File: config.mk
export PLATFORM = sky130hd
export DESIGN_NAME = oam_endpoint_engine
export DESIGN_NICKNAME = d
export VERILOG_FILES = /design/src/include/oam_ep_pkg.sv /design/src/hdl/oam_endpoint_engine.sv
export SDC_FILE = /design/constraint.sdc
export NUM_CORES = 1
export LEC_CHECK = 0
export CAP_MARGIN = 20
export CORE_UTILIZATION = 40
export CTS_CLUSTER_SIZE = 14
export DETAILED_ROUTE_END_ITERATION = 10
export DONT_BUFFER_PORTS = 1
export MAX_ROUTING_LAYER = met4
export PLACE_DENSITY = 0.52
export SYNTH_ARGS = -nofsm -noshare
export SYNTH_HDL_FRONTEND = slang
export SYNTH_SLANG_ARGS = --single-unit
export TNS_END_PERCENT = 50
File: constraint.sdc
create_clock -name ref_clk -period 3 [get_ports ref_clk]
set_input_delay 0.45 -clock ref_clk [delete_from_list [all_inputs] [get_ports ref_clk]]
set_output_delay 0.45 -clock ref_clk [all_outputs]
set_load 0.01 [all_outputs]
File: src/include/oam_ep_pkg.sv
// Constants, register map and frame carriers for the MPLS-TP OAM endpoint.
// Assumes a 32-bit APB slave interface and a single 125 MHz clock domain.
package oam_ep_pkg;

  // Register byte offsets
  localparam logic [11:0] OFS_CTRL      = 12'h000;
  localparam logic [11:0] OFS_CNT_SEL   = 12'h004;
  localparam logic [11:0] OFS_COPY      = 12'h008;
  localparam logic [11:0] OFS_BFD_CFG   = 12'h00C;
  localparam logic [11:0] OFS_STICKY    = 12'h010;
  localparam logic [11:0] OFS_RX_SEL    = 12'h014;
  localparam logic [11:0] OFS_RX_NSEL   = 12'h018;
  localparam logic [11:0] OFS_TX_SEL    = 12'h01C;
  localparam logic [11:0] OFS_TX_NSEL   = 12'h020;
  localparam logic [11:0] OFS_SRC_INFO  = 12'h024;
  localparam logic [11:0] OFS_SINK_INFO = 12'h028;
  localparam logic [11:0] OFS_LOC       = 12'h02C;
  localparam logic [11:0] OFS_GEN_BASE  = 12'h040;

  // Control register bit positions
  localparam int CTRL_ENA_BIT  = 0;
  localparam int CTRL_UP_BIT   = 1;
  localparam int CTRL_MPLS_BIT = 2;
  // Count-select bit positions
  localparam int SEL_CC_BIT    = 0;
  localparam int SEL_CV_BIT    = 1;
  localparam int SEL_GEN_BIT   = 2;
  localparam int SEL_UNK_BIT   = 3;
  // BFD config bit positions
  localparam int CFG_CC6428_BIT = 0;
  localparam int CFG_COORD_BIT  = 1;
  localparam int CFG_SAMPLE_BIT = 2;
  localparam int CFG_SINK_RX_BIT = 3;
  // Copy register: generic mask in [7:0], unknown enable at bit 8
  localparam int COPY_UNK_BIT  = 8;
  localparam int STK_UNK_BIT   = 8;
  localparam int STK_LOC_BIT   = 9;

  // Channel types and table size
  localparam int          GEN_ENTRIES = 8;
  localparam logic [15:0] CT_CC_5885  = 16'h0007;
  localparam logic [15:0] CT_CC_6428  = 16'h0022;
  localparam logic [15:0] CT_CV_6428  = 16'h0023;
  localparam logic [7:0]  HOP_LIMIT_LOOP = 8'h01;

  // Reset values
  localparam logic [31:0] RST_ZERO    = 32'h0000_0000;
  localparam logic [15:0] RST_CT      = 16'h0000;
  localparam logic [7:0]  RST_DM      = 8'h03;

  typedef enum {CLS_NONE, CLS_CC, CLS_CV, CLS_GEN, CLS_UNK} pdu_class_t;

  // Frame descriptor from the switch pipeline
  typedef struct packed {
    logic        valid;
    logic        is_tx;
    logic        loop;
    logic        pdu_ok;
    logic        sink_fn;
    logic [15:0] chan_type;
    logic [1:0]  sta;
    logic [4:0]  diag;
    logic [7:0]  dm;
    logic [7:0]  hop_limit;
  } pdu_in_t;

  // Per-frame result towards pipeline and extraction path
  typedef struct packed {
    logic        valid;
    logic        cpu_copy;
    logic        default_queue;
    logic        loc_event;
    logic [7:0]  hop_limit;
  } pdu_out_t;

endpackage : oam_ep_pkg

File: src/hdl/oam_endpoint_engine.sv
// MPLS-TP OAM endpoint: PDU classification, counters, stickies, CPU copy, LOC.
// Assumes the pipeline presents one validated descriptor per cycle and a
// timer tick from the continuity_loss_timer_unit per expected Rx interval.
//
// Contract
// - Looped OAM PDUs leave with internal_header_hop_limit set to one.
// - Eight-entry shared generic_type_table; matches classify as generic.
// - Each valid PDU bumps exactly one of four direction/select counters.
// - Received generic PDU sets its bit in generic_type_seen_flags.
// - Received generic PDU copied to CPU when its copy-mask bit set.
// - Neither BFD nor generic channel type classifies as unknown.
// - Received unknown PDU sets unknown_type_seen_flag.
// - Received unknown PDU goes to default CPU queue when copy enabled.
// - mpls_oam_select high selects MPLS register groups over Ethernet.
// - endpoint_enable low: registers writable, frames untouched.
// - up_direction_select picks up-facing or down-facing endpoint.
// - Local BFD state and diagnostic are software-only registers.
// - No source-identifier TLV or authentication checks in hardware.
// - Types 0x7 and 0x22 are CC, 0x23 is CV.
// - cc_type_select chooses which CC channel type is detected.
// - Valid CC or CV PDUs of the function in charge clear the loss-of-continuity counter.
// - Received CV PDUs always copied to the CPU.
// - Coordinated: source ticks, source clears, event at source multiplier.
// - Independent: sink ticks, sink clears, only sink raises event.
// - Coordinated uses source only; independent uses sink only.
// - Rx sampling stores multiplier of latest valid CC as threshold.
// - coordinated_mode_select one is coordinated, zero independent.
`timescale 1ns/10ps
`default_nettype none

module oam_endpoint_engine
  import oam_ep_pkg::*;
(
  input  wire logic        ref_clk,
  input  wire logic        rstn,
  input  wire logic        clk_en,
  input  wire logic        psel,
  input  wire logic        penable,
  input  wire logic        pwrite,
  input  wire logic [11:0] paddr,
  input  wire logic [31:0] pwdata,
  output logic [31:0]      prdata,
  output logic             pready,
  output logic             pslverr,
  input  wire pdu_in_t     pdu_in,
  input  wire logic        src_tick,
  input  wire logic        sink_tick,
  output pdu_out_t         pdu_out,
  output logic             up_direction_select,
  output logic             mpls_oam_select
);

  logic [31:0] ctrl_r, cnt_sel_r, copy_r, bfd_cfg_r, sticky_r;
  logic [31:0] rx_sel_r, rx_nsel_r, tx_sel_r, tx_nsel_r;
  logic [15:0] generic_type_table [GEN_ENTRIES];
  logic [1:0]  src_lstate_r, sink_lstate_r, src_rstate_r, sink_rstate_r;
  logic [4:0]  src_ldiag_r, sink_ldiag_r, src_rdiag_r, sink_rdiag_r;
  logic [7:0]  remote_multiplier_source, sink_rdm_r, loc_cnt_r;
  logic [7:0]  hop_nxt;

  logic       wr_en, rd_en, endpoint_enable, coord;
  logic       is_gen, is_cc, is_cv, rx_frm, tx_frm, sel_hit, loc_hit, own_fn;
  logic [7:0] gen_hit;
  logic [15:0] cc_type;
  pdu_class_t cls;

  // APB answers in the access cycle; no wait states
  assign pready  = 1'b1;
  assign pslverr = 1'b0;
  assign wr_en   = clk_en & psel & penable & pwrite;
  assign rd_en   = clk_en & psel & ~penable & ~pwrite;

  assign endpoint_enable     = ctrl_r[CTRL_ENA_BIT];
  assign up_direction_select = ctrl_r[CTRL_UP_BIT];
  assign mpls_oam_select     = ctrl_r[CTRL_MPLS_BIT];
  assign coord               = bfd_cfg_r[CFG_COORD_BIT];

  // Channel-type detection; only the selected CC value counts as CC
  assign cc_type = bfd_cfg_r[CFG_CC6428_BIT] ? CT_CC_6428 : CT_CC_5885;
  assign is_cc   = (pdu_in.chan_type == cc_type);
  assign is_cv   = (pdu_in.chan_type == CT_CV_6428);

  // Table lookup, one comparator per entry
  genvar g;
  generate
    for (g = 0; g < GEN_ENTRIES; g++) begin : g_gen
      assign gen_hit[g] = (pdu_in.chan_type == generic_type_table[g]);
    end
  endgenerate
  assign is_gen = |gen_hit;

  // Frames are processed only when enabled and in MPLS mode
  assign rx_frm = pdu_in.valid & pdu_in.pdu_ok & endpoint_enable & mpls_oam_select
                & ~pdu_in.is_tx;
  assign tx_frm = pdu_in.valid & pdu_in.pdu_ok & endpoint_enable & mpls_oam_select
                & pdu_in.is_tx;

  // Classification priority: BFD before generic before unknown
  always_comb begin
    if (!(rx_frm | tx_frm))
      cls = CLS_NONE;
    else if (is_cc)
      cls = CLS_CC;
    else if (is_cv)
      cls = CLS_CV;
    else if (is_gen)
      cls = CLS_GEN;
    else
      cls = CLS_UNK;
  end

  always_comb begin
    case (cls)
      CLS_CC:  sel_hit = cnt_sel_r[SEL_CC_BIT];
      CLS_CV:  sel_hit = cnt_sel_r[SEL_CV_BIT];
      CLS_GEN: sel_hit = cnt_sel_r[SEL_GEN_BIT];
      CLS_UNK: sel_hit = cnt_sel_r[SEL_UNK_BIT];
      default: sel_hit = 1'b0;
    endcase
  end

  // In coordinated mode only the source function carries the session
  assign own_fn  = coord ? ~pdu_in.sink_fn : pdu_in.sink_fn;
  // Threshold comes from the remote multiplier of the function in charge
  assign loc_hit = coord ? (loc_cnt_r + 8'h01 >= remote_multiplier_source)
                         : (loc_cnt_r + 8'h01 >= sink_rdm_r);

  // Configuration writes; accepted whether or not the endpoint is enabled
  always_ff @(posedge ref_clk or negedge rstn) begin
    if (!rstn) begin
      ctrl_r        <= RST_ZERO;
      cnt_sel_r     <= RST_ZERO;
      copy_r        <= RST_ZERO;
      bfd_cfg_r     <= RST_ZERO;
      src_lstate_r  <= 2'h0;
      sink_lstate_r <= 2'h0;
      src_ldiag_r   <= 5'h00;
      sink_ldiag_r  <= 5'h00;
    end else if (wr_en) begin
      case (paddr)
        OFS_CTRL:    ctrl_r    <= pwdata;
        OFS_CNT_SEL: cnt_sel_r <= pwdata;
        OFS_COPY:    copy_r    <= pwdata;
        OFS_BFD_CFG: bfd_cfg_r <= pwdata;
        // Local state and diagnostic change only here, never from frames
        OFS_SRC_INFO: begin
          src_lstate_r <= pwdata[1:0];
          src_ldiag_r  <= pwdata[6:2];
        end
        OFS_SINK_INFO: begin
          sink_lstate_r <= pwdata[1:0];
          sink_ldiag_r  <= pwdata[6:2];
        end
        default: ;
      endcase
    end
  end

  // Shared generic table
  always_ff @(posedge ref_clk or negedge rstn) begin
    if (!rstn) begin
      for (int i = 0; i < GEN_ENTRIES; i++)
        generic_type_table[i] <= RST_CT;
    end else if (wr_en && paddr[11:5] == OFS_GEN_BASE[11:5]) begin
      generic_type_table[paddr[4:2]] <= pwdata[15:0];
    end
  end

  // Sticky flags: frame set wins over write-one-to-clear
  always_ff @(posedge ref_clk or negedge rstn) begin
    if (!rstn) begin
      sticky_r <= RST_ZERO;
    end else if (clk_en) begin
      for (int i = 0; i < 32; i++) begin
        if (i < GEN_ENTRIES && cls == CLS_GEN && rx_frm && gen_hit[i[2:0]])
          sticky_r[i] <= 1'b1;
        else if (i == STK_UNK_BIT && cls == CLS_UNK && rx_frm)
          sticky_r[i] <= 1'b1;
        else if (i == STK_LOC_BIT && src_tick_sel() && loc_hit && endpoint_enable)
          sticky_r[i] <= 1'b1;
        else if (wr_en && paddr == OFS_STICKY && pwdata[i])
          sticky_r[i] <= 1'b0;
      end
    end
  end

  function automatic logic src_tick_sel();
    return coord ? src_tick : sink_tick;
  endfunction : src_tick_sel

  // Counters: exactly one per valid processed PDU
  always_ff @(posedge ref_clk or negedge rstn) begin
    if (!rstn) begin
      rx_sel_r  <= RST_ZERO;
      rx_nsel_r <= RST_ZERO;
      tx_sel_r  <= RST_ZERO;
      tx_nsel_r <= RST_ZERO;
    end else if (clk_en && cls != CLS_NONE) begin
      case ({pdu_in.is_tx, sel_hit})
        2'b01:   rx_sel_r  <= rx_sel_r + 32'h1;
        2'b00:   rx_nsel_r <= rx_nsel_r + 32'h1;
        2'b11:   tx_sel_r  <= tx_sel_r + 32'h1;
        default: tx_nsel_r <= tx_nsel_r + 32'h1;
      endcase
    end
  end

  // Remote info sampled from valid received CC; authentication not checked
  always_ff @(posedge ref_clk or negedge rstn) begin
    if (!rstn) begin
      src_rstate_r <= 2'h0;
      src_rdiag_r  <= 5'h00;
      remote_multiplier_source <= RST_DM;
      sink_rstate_r <= 2'h0;
      sink_rdiag_r  <= 5'h00;
      sink_rdm_r    <= RST_DM;
    end else if (clk_en && rx_frm && cls == CLS_CC && bfd_cfg_r[CFG_SAMPLE_BIT]) begin
      if (pdu_in.sink_fn) begin
        sink_rstate_r <= pdu_in.sta;
        sink_rdiag_r  <= pdu_in.diag;
        sink_rdm_r    <= pdu_in.dm;
      end else begin
        src_rstate_r <= pdu_in.sta;
        src_rdiag_r  <= pdu_in.diag;
        remote_multiplier_source <= pdu_in.dm;
      end
    end
  end

  // LOC counter: clear on valid CC/CV of the function in charge, else tick
  always_ff @(posedge ref_clk or negedge rstn) begin
    if (!rstn) begin
      loc_cnt_r <= 8'h00;
    end else if (clk_en && endpoint_enable) begin
      if (rx_frm && (cls == CLS_CC || cls == CLS_CV) && own_fn)
        loc_cnt_r <= 8'h00;
      else if (src_tick_sel() && loc_hit)
        loc_cnt_r <= 8'h00;
      else if (src_tick_sel())
        loc_cnt_r <= loc_cnt_r + 8'h01;
    end
  end

  // Loopback rewrites hop limit; other frames keep theirs
  assign hop_nxt = pdu_in.loop ? HOP_LIMIT_LOOP : pdu_in.hop_limit;

  // Registered per-frame result; the block never creates a frame itself
  always_ff @(posedge ref_clk or negedge rstn) begin
    if (!rstn) begin
      pdu_out <= '0;
    end else if (clk_en) begin
      pdu_out.valid         <= rx_frm | tx_frm;
      pdu_out.hop_limit     <= hop_nxt;
      pdu_out.cpu_copy      <= rx_frm & ((cls == CLS_CV)
                             | (cls == CLS_GEN && |(gen_hit & copy_r[7:0])));
      pdu_out.default_queue <= rx_frm & (cls == CLS_UNK) & copy_r[COPY_UNK_BIT];
      pdu_out.loc_event     <= endpoint_enable & src_tick_sel() & loc_hit;
    end
  end

  // Read mux, data registered in the setup cycle
  always_ff @(posedge ref_clk or negedge rstn) begin
    if (!rstn) begin
      prdata <= RST_ZERO;
    end else if (rd_en) begin
      case (paddr)
        OFS_CTRL:      prdata <= ctrl_r;
        OFS_CNT_SEL:   prdata <= cnt_sel_r;
        OFS_COPY:      prdata <= copy_r;
        OFS_BFD_CFG:   prdata <= bfd_cfg_r;
        OFS_STICKY:    prdata <= sticky_r;
        OFS_RX_SEL:    prdata <= rx_sel_r;
        OFS_RX_NSEL:   prdata <= rx_nsel_r;
        OFS_TX_SEL:    prdata <= tx_sel_r;
        OFS_TX_NSEL:   prdata <= tx_nsel_r;
        OFS_SRC_INFO:  prdata <= {8'h00, remote_multiplier_source, 2'h0,
                                  src_rdiag_r, src_rstate_r, src_ldiag_r, src_lstate_r};
        OFS_SINK_INFO: prdata <= {8'h00, sink_rdm_r, 2'h0,
                                  sink_rdiag_r, sink_rstate_r, sink_ldiag_r, sink_lstate_r};
        OFS_LOC:       prdata <= {24'h0, loc_cnt_r};
        default: begin
          if (paddr[11:5] == OFS_GEN_BASE[11:5])
            prdata <= {16'h0, generic_type_table[paddr[4:2]]};
          else
            prdata <= RST_ZERO;
        end
      endcase
    end
  end

  // Exactly one counter moves per processed PDU
  AST_ONE_COUNT: assert property (@(posedge ref_clk) disable iff (!rstn)
    (clk_en && cls != CLS_NONE) |=> (($countones({rx_sel_r != $past(rx_sel_r),
      rx_nsel_r != $past(rx_nsel_r), tx_sel_r != $past(tx_sel_r),
      tx_nsel_r != $past(tx_nsel_r)})) == 1))
    else $error("PDU did not move exactly one counter");

  AST_DISABLED_IDLE: assert property (@(posedge ref_clk) disable iff (!rstn)
    (clk_en && !endpoint_enable) |=> !pdu_out.valid)
    else $error("frame processed while endpoint disabled");

  AST_LOOP_HOP: assert property (@(posedge ref_clk) disable iff (!rstn)
    (clk_en && pdu_in.loop) |=> pdu_out.hop_limit == HOP_LIMIT_LOOP)
    else $error("looped PDU hop limit not one");

  AST_UNK_STICKY: assert property (@(posedge ref_clk) disable iff (!rstn)
    (clk_en && rx_frm && cls == CLS_UNK) |=> sticky_r[STK_UNK_BIT])
    else $error("unknown type flag not set");

  AST_GEN_STICKY: assert property (@(posedge ref_clk) disable iff (!rstn)
    (clk_en && rx_frm && cls == CLS_GEN) |=> ((sticky_r[7:0] & $past(gen_hit)) != 8'h00))
    else $error("generic type flag not set");

  AST_CV_COPY: assert property (@(posedge ref_clk) disable iff (!rstn)
    (clk_en && rx_frm && cls == CLS_CV) |=> pdu_out.cpu_copy)
    else $error("CV PDU not copied to CPU");

  AST_UNK_QUEUE: assert property (@(posedge ref_clk) disable iff (!rstn)
    (clk_en && rx_frm) |=> (pdu_out.default_queue ==
      ($past(cls) == CLS_UNK && $past(copy_r[COPY_UNK_BIT]))))
    else $error("unknown PDU queue copy wrong");

  AST_LOC_CLEAR: assert property (@(posedge ref_clk) disable iff (!rstn)
    (clk_en && endpoint_enable && rx_frm && own_fn && (cls == CLS_CC || cls == CLS_CV))
      |=> loc_cnt_r == 8'h00)
    else $error("valid CC/CV did not clear LOC counter");

  AST_SINK_ONLY: assert property (@(posedge ref_clk) disable iff (!rstn)
    (clk_en && !coord && !sink_tick) |=> !pdu_out.loc_event)
    else $error("LOC event without sink tick in independent mode");

  // Coordinated mode: only a source tick may raise the event
  AST_SRC_ONLY: assert property (@(posedge ref_clk) disable iff (!rstn)
    (clk_en && coord && !src_tick) |=> !pdu_out.loc_event)
    else $error("LOC event without source tick in coordinated mode");

  // Event, sticky and counter restart all follow the threshold tick
  AST_LOC_EVENT: assert property (@(posedge ref_clk) disable iff (!rstn)
    (clk_en && endpoint_enable && (coord ? src_tick : sink_tick) && loc_hit)
      |=> (pdu_out.loc_event && sticky_r[STK_LOC_BIT] && loc_cnt_r == 8'h00))
    else $error("threshold tick did not raise LOC event");

  // Generic copies follow the copy mask of the matching entries
  AST_GEN_COPY: assert property (@(posedge ref_clk) disable iff (!rstn)
    (clk_en && rx_frm && cls == CLS_GEN) |=>
      (pdu_out.cpu_copy == ($past(gen_hit & copy_r[7:0]) != 8'h00)))
    else $error("generic PDU copy does not follow mask");

  // Transmitted PDUs are counted only, never copied
  AST_TX_NO_COPY: assert property (@(posedge ref_clk) disable iff (!rstn)
    (clk_en && tx_frm) |=> (!pdu_out.cpu_copy && !pdu_out.default_queue))
    else $error("transmitted PDU copied to CPU");

  // Local state and diagnostic move only on a software write
  AST_SRC_LOCAL: assert property (@(posedge ref_clk) disable iff (!rstn)
    !(wr_en && paddr == OFS_SRC_INFO) |=> ($stable(src_lstate_r) && $stable(src_ldiag_r)))
    else $error("source local state changed without a write");

  AST_SINK_LOCAL: assert property (@(posedge ref_clk) disable iff (!rstn)
    !(wr_en && paddr == OFS_SINK_INFO) |=> ($stable(sink_lstate_r) && $stable(sink_ldiag_r)))
    else $error("sink local state changed without a write");

  // A low clock enable freezes counters, flags and outputs alike
  AST_FROZEN: assert property (@(posedge ref_clk) disable iff (!rstn)
    !clk_en |=> ($stable(rx_sel_r) && $stable(tx_sel_r) && $stable(sticky_r)
      && $stable(loc_cnt_r) && $stable(pdu_out) && $stable(prdata)))
    else $error("state moved while clock enable low");

endmodule : oam_endpoint_engine

`default_nettype wire

### Yosys cells after proc, flatten, opt, wreduce, memory -nomap -nowiden

Cells that the tools add are included.

* shift operators: 0
* order comparisons: 4
* div/mod/pow operators: 0
* equal/unequal tests: 32
* bitwise operators: 24
* $add $sub $neg: 5
* mux-type cells: 41
* multipliers: 0
* reduce and logical (&&, ||, !) cells: 74

Operators with widths (number)
* 32-bit case mux with 12 select lines: 1
* 32-bit by 1-bit adder with 32-bit output, second input constant: 4
* 128-bit bitwise mux: 1
* 16-bit == test: 8
* 32-bit by 2-bit == test with 1-bit output, second input constant: 3
* 32-bit by 3-bit == test with 1-bit output, second input constant: 3
* 32-bit two-way mux: 3
* 16-bit two-way mux: 4
* 16-bit binary-select mux with 3-bit select: 1
* 16-bit demux with 3-bit select: 1
* 12-bit by 5-bit == test with 1-bit output, second input constant: 4
* 12-bit by 6-bit == test with 1-bit output, second input constant: 4
* 2-bit AND reduction: 23
* 1-bit logical AND: 33
* 32-bit by 1-bit == test with 1-bit output, second input constant: 1
* 32-bit by 4-bit == test with 1-bit output, second input constant: 1
* 8-bit two-way mux: 4
* 32-bit nonzero test: 1
* 12-bit by 4-bit == test with 1-bit output, second input constant: 2
* 1-bit two-way mux: 23
* 2-bit nonzero test: 10
* 16-bit by 6-bit == test with 1-bit output: 1
* 16-bit by 6-bit == test with 1-bit output, second input constant: 1
* 8-bit >= comparator: 2
* 21 further kinds: 41

* latch bits: 0
* memory bits (writable): 0
* memory bits (read-only): 0
* bits in registers: 490
* output and inout port bits: 48
* memories kept: 0

### Logic depth before layout (Yosys ltp)

Gate-level depths: netlist of run 1.

* depth after elaboration: 12
* depth in mapped cells: 10
* depth with buffers taken out: 10

### Worst setup path after synthesis of run 1

Ideal clock, no wire load.

* path type: input -> register
* start: in pdu_in[37] in the netlist's numbering
* end: reg tx_sel_r[1]
* setup slack: 0.158 ns
* stages: 9
* arrival: 2.717 ns
* data required time: 2.875 ns
* cells stage by stage: buf_4 -> xnor2_1 -> nand4_1 -> nor4_1 -> or4_1 -> o211a_2 -> o31ai_2 -> buf_2 -> mux2_2

* longest elaborated chain between the ends: 10

RTL lines
* start: declaration: line oam_endpoint_engine.sv:45 `input wire pdu_in_t pdu_in,`
* 16-bit == test: line oam_endpoint_engine.sv:87 `assign gen_hit[g] = (pdu_in.chan_type == generic_type_table[g]);`
* 8-bit OR reduction: line oam_endpoint_engine.sv:90 `assign is_gen = |gen_hit;`
* 3-bit two-way mux: line oam_endpoint_engine.sv:106 `else if (is_gen)`
* 32-bit two-way mux: line oam_endpoint_engine.sv:104 `else if (is_cv)`
* 32-bit two-way mux *: line oam_endpoint_engine.sv:102 `else if (is_cc)`
* 32-bit two-way mux *: line oam_endpoint_engine.sv:100 `if (!(rx_frm | tx_frm))`
* 32-bit by 3-bit == test with 1-bit output (tied with other cells): line oam_endpoint_engine.sv:113 `case (cls)`
* 1-bit case mux with 4 select lines: line oam_endpoint_engine.sv:113
* 2-bit == test: line oam_endpoint_engine.sv:199 `case ({pdu_in.is_tx, sel_hit})`
* 2-bit AND reduction (no source line) *
* end signal: assignment: line oam_endpoint_engine.sv:202 `2'b11: tx_sel_r <= tx_sel_r + 32'h1;`
* end: declaration: line oam_endpoint_engine.sv:54 `logic [31:0] rx_sel_r, rx_nsel_r, tx_sel_r, tx_nsel_r;`

Every way passes the cells marked *; elsewhere a longest branch is shown, timed or not.
A chain may end at the register's enable or synchronous reset.

### Final worst setup path of run 1

* start: reg generic_type_table[30] in the netlist's numbering
* end: reg rx_nsel_r[27]

* longest elaborated chain between the ends: 10

RTL lines
* start: declaration: line oam_endpoint_engine.sv:55 `logic [15:0] generic_type_table [GEN_ENTRIES];`
* start signal: indexed assignment: line oam_endpoint_engine.sv:165 `generic_type_table[paddr[4:2]] <= pwdata[15:0];`
* 16-bit == test *: line oam_endpoint_engine.sv:87
* 8-bit OR reduction *: line oam_endpoint_engine.sv:90
* 3-bit two-way mux *: line oam_endpoint_engine.sv:106
* 32-bit two-way mux *: line oam_endpoint_engine.sv:104
* 32-bit two-way mux *: line oam_endpoint_engine.sv:102
* 32-bit two-way mux *: line oam_endpoint_engine.sv:100
* 32-bit by 3-bit == test with 1-bit output (tied with other cells): line oam_endpoint_engine.sv:113
* 1-bit case mux with 4 select lines: line oam_endpoint_engine.sv:113
* 2-bit zero test: line oam_endpoint_engine.sv:199
* 2-bit AND reduction (no source line) *
* end signal: assignment: line oam_endpoint_engine.sv:201 `2'b00: rx_nsel_r <= rx_nsel_r + 32'h1;`
* end: declaration: line oam_endpoint_engine.sv:54

Marks and branches as above.

==> impl_metrics.py, run 1 <==
metrics = {
    "worst_setup_path": {
        "arrival_ns": 3.45,
        "reg2reg_slack_ns": 0.04,
        "cp_top_family": "simple AND/OR/NAND/NOR gates",
        "slowest_delay_ns": 0.54,
        "startpoint_type": "flop",
        "end_kind": "flop",
        "critPathSlowestCell": "or4_4",
        "path_buf_inv": 3,
        "critPathMostFrequentCell": "buf_4",
        "path_max_fanout": 7,
        "crit_type": "flop to flop",
        "regToRegEndpoint": "rx_nsel_r[27]",
        "r2r-start": "generic_type_table[30]",
        "cp.required_ns": 3.49,
        "cp_cell_sequence": "xnor2_1 > nand4_1 > nor4_2 > buf_4 > or4_4 > o211a_4 > nor4_4 > buf_4 > buf_4 > nand3_1 > xnor2_1",
        "rr_worst_depth": 11,
    },
    "clock_tree": {
        "numCtsBuffers": 56,
        "h-tree-depth": 2,
        "clk_pin_slew_ns": 0.06,
        "cts_tree": "done",
        "holdBufCountCts": 58,
        "cts_root_buffer": "clkbuf_16",
        "clock_sinks": 490,
        "cts_buffer_depth": 3,
        "clock_latency_ns": 0.62,
    },
    "synthesis": {
        "yosys_warnings": 0,
        "synth-edff-count": 0,
        "synthesis.instances": 2011,
        "synth.avg_cell_area_um2": 12.1,
        "ys_seq_area_frac": 0.506,
        "ys.flop_type": "dfrtp_1",
        "synth-seq-cells": 490,
        "syn_nets": 2128,
        "syn_area_mm2": 0.0243,
        "async_reset_ff_frac": 1.00,
        "synth_cell_types": 62,
    },
    "place": {
        "placed_area_mm2": 0.0257,
        "gp_congestion": 0.851,
        "dp_hpwl_um": 52000,
        "port_buffers": 0,
    },
    "timing": {
        "fin_crit_ns": 2.96,
        "fin_hold_ws_ns": -0.432,
        "maxSlewViolCount": 405,
        "max_freq_mhz": 338,
        "finalHoldViolCount": 125,
        "rsz0062_at_grt": "true",
        "setup_tns_ns": 0,
        "skew_ns": 0.0176,
        "worst_pin_slew_ns": 2.67,
        "setup_violations": 0,
        "final.period_utilization": 0.987,
        "slew_headroom": -0.777,
    },
    "global_route": {
        "antenna_found_initial": 1,
        "grt_usage": 0.255,
        "first_global_vias": 17532,
        "grt_max_degree": 491,
        "grt-ovfl-total": 0,
        "grt_pass1_wl_um": 114000,
    },
    "floorplan": {
        "core_mm2": 0.0595,
        "rows": 89,
        "io_pins": 144,
        "die_h_um": 248,
        "dieArea_mm2": 0.0616,
        "chipWidth_um": 248,
        "start_util": 0.408,
    },
    "min_path": {
        "hold_path.class": "input port to async pin",
    },
    "routing": {
        "drc": 0,
        "route.vias.total": 17104,
        "drtPass1Iterations": 7,
        "drt-wirelength-per-cell_um": 25.9,
        "via_per_inst": 5.87,
        "ant_nets": 0,
        "drt_iter0_markers": 1352,
        "drt-total-wl_um": 75400,
    },
    "layout": {
        "nets": 2211,
        "area_growth_syn_to_layout_pct": 17.4,
        "num-fill-cells": 5395,
        "drive_gt1_frac": 0.266,
        "multi_input_area_mm2": 0.0114,
        "final_cell_mix": "dfrtp_1, mux2_2, xnor2_1",
        "final_common_cell": "dfrtp_1",
        "ff_latch_area_mm2": 0.0123,
        "fin_area_mm2": 0.0285,
    },
    "outcome": {
        "status": "finished, violations left",
        "violations": "hold timing, slew limit",
    },
    "flow_run": {
        "drv_cap": 0,
    },
    "pwr": {
        "ir_drop_v": 0.000416,
        "leakagePower_uw": 0.0131,
        "powerDensity_mw_per_mm2": 517,
    },
}
layout make-up:
class,count,share of cell area
flip-flops and latches,490,0.431
multi-input cells,1358,0.402
clock buffers,82,0.0601
repair buffers,159,0.0573
well taps,773,0.0340
clock inverters,21,0.0119
inverters,29,0.00382
diodes,1,0.0000879
where the power goes:
| part | switching, µW | leakage, µW | internal, µW |
|---|---|---|---|
| combinational | 183 | 0.00536 | 199 |
| sequential | 110 | 0.00669 | 6680 |
| clock | 2850 | 0.00102 | 4700 |
| total | 3140 | 0.0131 | 11600 |
routing by layer:
metal  vias to the layer above  track usage  routed length, µm
met2                       422        0.420              36900
li1                       7615            -                  -
met3                       126       0.0361               3450
met1                      8941        0.321              32100
met4                         0       0.0884               2890
met5                         -            -                  0
registers in the layout, indices dropped and copies added (netlist names), 10 cells and up:
name	count
rx_sel_r	32
generic_type_table	128
bfd_cfg_r	32
ctrl_r	32
tx_sel_r	32
rx_nsel_r	32
sticky_r	10
tx_nsel_r	32
pdu_out	12
cnt_sel_r	32
prdata	32
copy_r	32
cells by family (layout without fill, tap and decap cells):
kind of cell               count (synthesis)  in the layout  synth area share
DFF                                      490            490             0.506
xor gates and xnor gates                 257            257            0.0928
AOI/OAI and AO/OA                        267            267            0.0855
other                                      2              3          0.000310
and+or+nand+nor                          472            472             0.104
muxes                                    339            339             0.171
buffers and inverters                    163            291            0.0290
adders and majority gates                 21             21            0.0108
worst register-to-register path: stages, from the launching register on:
cell     delay (ns)
dfrtp_1        0.41
xnor2_1        0.14
nand4_1        0.26
nor4_2         0.11
buf_4          0.16
or4_4          0.54
o211a_4        0.32
nor4_4         0.27
buf_4          0.18
buf_4          0.21
nand3_1        0.12
xnor2_1        0.13
Yosys cell counts (all sizes together) (32+ instances only):
cell | count | area share
nor2 | 63 | 0.0098
nand4 | 80 | 0.021
a222oi | 33 | 0.014
mux2 | 291 | 0.14
a22o | 35 | 0.013
a22oi | 46 | 0.014
a221oi | 37 | 0.013
nand2 | 105 | 0.016
mux4 | 32 | 0.030
xnor2 | 200 | 0.072
xor2 | 57 | 0.021
and3 | 32 | 0.0083
nand3 | 61 | 0.013
buf | 55 | 0.012
dfrtp | 486 | 0.50
o21ai | 38 | 0.0078
clkbuf | 79 | 0.012
nor3 | 43 | 0.0098
worst max path at each step:
stage	start	end	slack [ns]	cells past startpoint
after floorplan	pdu_in[37]	tx_sel_r[1]	0.16	9
after global placement	pdu_in[34]	rx_nsel_r[7]	-0.02	10
after detailed placement	loc_cnt_r[0]	loc_cnt_r[4]	-0.03	10
after CTS	generic_type_table[91]	rx_nsel_r[15]	0.03	9
after global routing	generic_type_table[22]	rx_nsel_r[15]	-0.02	11
final	generic_type_table[30]	rx_nsel_r[27]	0.04	11
through the flow:
step / utilization / worst slack (ns) / total power (µW) / cells / hold WS, ns
5_1_grt: 0.479 / -0.0174 / 15200 / 2912 / -0.461
3_3_place_gp: 0.433 / -0.0227 / 7150 / 2747 / 0.188
6_report: 0.479 / 0.0401 / 14700 / 2913 / -0.432
2_1_floorplan: - / 0.158 / 7150 / 2011 / 0.154
4_1_cts: 0.477 / 0.0269 / 14900 / 2908 / -0.474
3_5_place_dp: 0.433 / -0.0317 / 7160 / 2747 / 0.189
timing repair:
item | CTS | global route
setup endpoints to repair | 7 | 57
buffers inserted | 0 | 3
endpoints found under the hold margin | 808 | 490
gates cloned | 0 | 1
gates resized for setup | 3 | 12
pin swaps | 0 | 4
(Power assumes the default switching activity.)
==> run 2: changes to the inputs <==
--- a/config.mk
+++ b/config.mk
@@ -5,6 +5,7 @@
 export SDC_FILE = /design/constraint.sdc
 export NUM_CORES = 1
 export LEC_CHECK = 0
+export ABC_AREA = 1
 export CAP_MARGIN = 20
 export CORE_UTILIZATION = 40
 export CTS_CLUSTER_SIZE = 14
==> impl_metrics.py, run 2 <==
metrics = {
    "outcome": {
        "status": "finished, violations left",
        "violations": "hold timing, slew limit",
    },
    "synthesis": {
        "syn_nets": 3673,
        "ys.flop_type": "dfrtp_1",
        "synth_commonest_cells": "nand2_1, dfrtp_1, inv_1, o21ai_0, nor2_1",
        "yosys_warnings": 0,
        "synth-edff-count": 0,
        "async_reset_ff_frac": 1.00,
        "yosysTopAreaCell": "dfrtp_1",
        "syn_area_mm2": 0.0273,
        "synth_top_area_frac": 0.446,
        "ys_seq_area_frac": 0.450,
        "synthTopCellsByArea": "dfrtp_1, nand2_1, o21ai_0",
        "synth.avg_cell_area_um2": 7.67,
        "synth-seq-cells": 490,
        "synth_cell_types": 60,
        "yosysMostFrequentCell": "nand2_1",
        "synthesis.instances": 3556,
    },
    "routing": {
        "drt-wirelength-per-cell_um": 23.2,
        "route.vias.total": 25155,
        "drt_iter0_markers": 2632,
        "drtPass1Iterations": 7,
        "drc": 0,
        "ant_nets": 0,
        "via_per_inst": 5.61,
        "drt-total-wl_um": 104000,
    },
    "timing": {
        "skew_ns": 0.0348,
        "final.period_utilization": 0.903,
        "max_freq_mhz": 369,
        "maxSlewViolCount": 226,
        "worst_pin_slew_ns": 1.99,
        "fin_hold_ws_ns": -0.449,
        "finalHoldViolCount": 486,
        "slew_headroom": -0.327,
        "fin_crit_ns": 2.71,
        "rsz0062_at_grt": "false",
        "setup_tns_ns": 0,
        "setup_violations": 0,
    },
    "layout": {
        "final_common_cell": "nand2_1",
        "drive_gt1_frac": 0.0799,
        "num-fill-cells": 6711,
        "multi_input_area_mm2": 0.0128,
        "area_growth_syn_to_layout_pct": 11.9,
        "final_cell_mix": "nand2_1, dfrtp_1, inv_1",
        "nets": 3675,
        "fin_cells": 4482,
        "largest-register": "generic_type_table",
        "ff_latch_area_mm2": 0.0123,
        "largest_reg_flops": 128,
    },
    "pwr": {
        "leakagePower_uw": 0.0142,
        "switchingPower_uw": 3360,
        "powerDensity_mw_per_mm2": 474,
        "p_int_uw": 11100,
        "swShare": 0.233,
        "clockPowerShare": 0.506,
        "seqPwrFrac": 0.464,
        "ir_drop_v": 0.000519,
        "p_comb_frac": 0.031,
    },
    "floorplan": {
        "chipWidth_um": 263,
        "io_pins": 144,
        "rows": 95,
        "dieArea_mm2": 0.0692,
        "start_util": 0.405,
        "core_mm2": 0.0673,
        "die_h_um": 263,
    },
    "clock_tree": {
        "holdBufCountCts": 27,
        "numCtsBuffers": 56,
        "cts_buffer_depth": 3,
        "clock_latency_ns": 0.65,
        "cts_root_buffer": "clkbuf_16",
        "post_cts_buffers": 0,
        "clk_pin_slew_ns": 0.06,
        "clock_sinks": 490,
        "h-tree-depth": 2,
        "cts_tree": "done",
    },
    "global_route": {
        "grt-ovfl-total": 0,
        "grt_usage": 0.306,
        "antenna_found_initial": 7,
        "first_global_vias": 24122,
        "grt_max_degree": 491,
        "grt_pass1_wl_um": 156000,
    },
    "place": {
        "port_buffers": 0,
        "placedCellCount": 4346,
        "dp_hpwl_um": 75000,
        "gp_congestion": 1.01,
    },
    "worst_setup_path": {
        "end_kind": "flop",
        "path_max_fanout": 6,
        "crit_type": "flop to flop",
        "arrival_ns": 3.21,
        "cp.required_ns": 3.50,
        "startpoint_type": "flop",
    },
    "min_path": {
        "hold_path.class": "input port to async pin",
    },
    "flow_run": {
        "drv_cap": 0,
    },
}
==> run 2: changes by cell type after synthesis, sizes merged, moves of 36 or more <==
| cell | change |
|---|---|
| nand2 | +1023 |
| mux2 | -291 |
| nand4 | +47 |
| clkbuf | +36 |
| nor2 | +161 |
| nand3 | +46 |
| o22ai | +69 |
| xor2 | +91 |
| inv | +335 |
| xnor2 | -188 |
| o21ai | +324 |
==> run 2: routing by layer <==
layer	share of wire	routed length, µm	vias to the layer above	track usage
li1	-	-	11724	-
met1	0.44	46100	12330	0.412
met2	0.45	47200	927	0.470
met3	0.069	7130	174	0.0476
met4	0.033	3390	0	0.105
met5	0	0	-	-
==> run 2: cell families after synthesis <==
family,Yosys count,synth area share
other,2,0.000275
adders and majority gates,21,0.00964
xor gates and xnor gates,160,0.0514
AOI/OAI and AO/OA,637,0.142
DFF,490,0.450
buffers and inverters,547,0.0834
and+or+nand+nor,1699,0.263
==> run 2: final cells by class <==
| type | instances | share of cell area |
|---|---|---|
| multi-input cells | 2519 | 0.418 |
| flip-flops and latches | 490 | 0.402 |
| clock buffers | 74 | 0.0517 |
| inverters | 368 | 0.0454 |
| well taps | 873 | 0.0358 |
| repair buffers | 123 | 0.0340 |
| clock inverters | 29 | 0.0126 |
| diodes | 6 | 0.000492 |
==> run 2: through the flow <==
stage                     power (µW)  instance area, µm²  setup WS (ns)  hold slack, ns   util
after floorplan                 7120               27300          0.712           0.154      -
after global placement          7210               28300          0.191           0.207  0.420
after detailed placement        7210               28300          0.152           0.210  0.420
after CTS                      14600               30500          0.213          -0.474  0.453
after global routing           14900               30500         0.0465          -0.477  0.454
final                          14500               30500          0.291          -0.449  0.454
==> run 2: worst paths after layout <==
check | cells after the start | slack (ns) | from | to
worst max-delay path | 17 | 0.29 | loc_cnt_r[0] | loc_cnt_r[0]
worst min-delay path | 0 | -0.45 | rstn | tx_sel_r[25]
worst max register to register | 17 | 0.29 | loc_cnt_r[0] | loc_cnt_r[0]
worst min register to register | 2 | 0.48 | bfd_cfg_r[23] | bfd_cfg_r[23]
max in group asynchronous | 0 | 1.90 | rstn | src_rstate_r[1]
min in group ref_clk | 2 | 0.03 | pwdata[21] | bfd_cfg_r[21]
==> run 2: critical path: stages, from the launching register on <==
cell,delay (ns)
dfrtp_1,0.45
inv_1,0.12
nor2_2,0.15
nand3_1,0.11
nor2_1,0.11
nand2_1,0.07
xor2_1,0.21
inv_1,0.09
ha_1,0.30
nand2_1,0.07
nor2_1,0.18
nand4_1,0.12
nand4_1,0.13
nand3_1,0.09
nand2_2,0.15
inv_1,0.09
nand2_1,0.06
o21ai_0,0.07
==> run 2: power groups by stage <==
stage / logic, µW / registers (µW) / clock network (µW)
final: 447 / 6700 / 7310
after global routing: 481 / 6700 / 7720
after CTS: 441 / 6700 / 7450
after detailed placement: 390 / 6820 / 0
after global placement: 388 / 6820 / 0
after floorplan: 329 / 6800 / 0
==> run 2: repair_timing <==
action	in CTS	in global routing
endpoints found under the setup margin	0	3
hold endpoints to repair	582	486
gates resized for setup	0	2
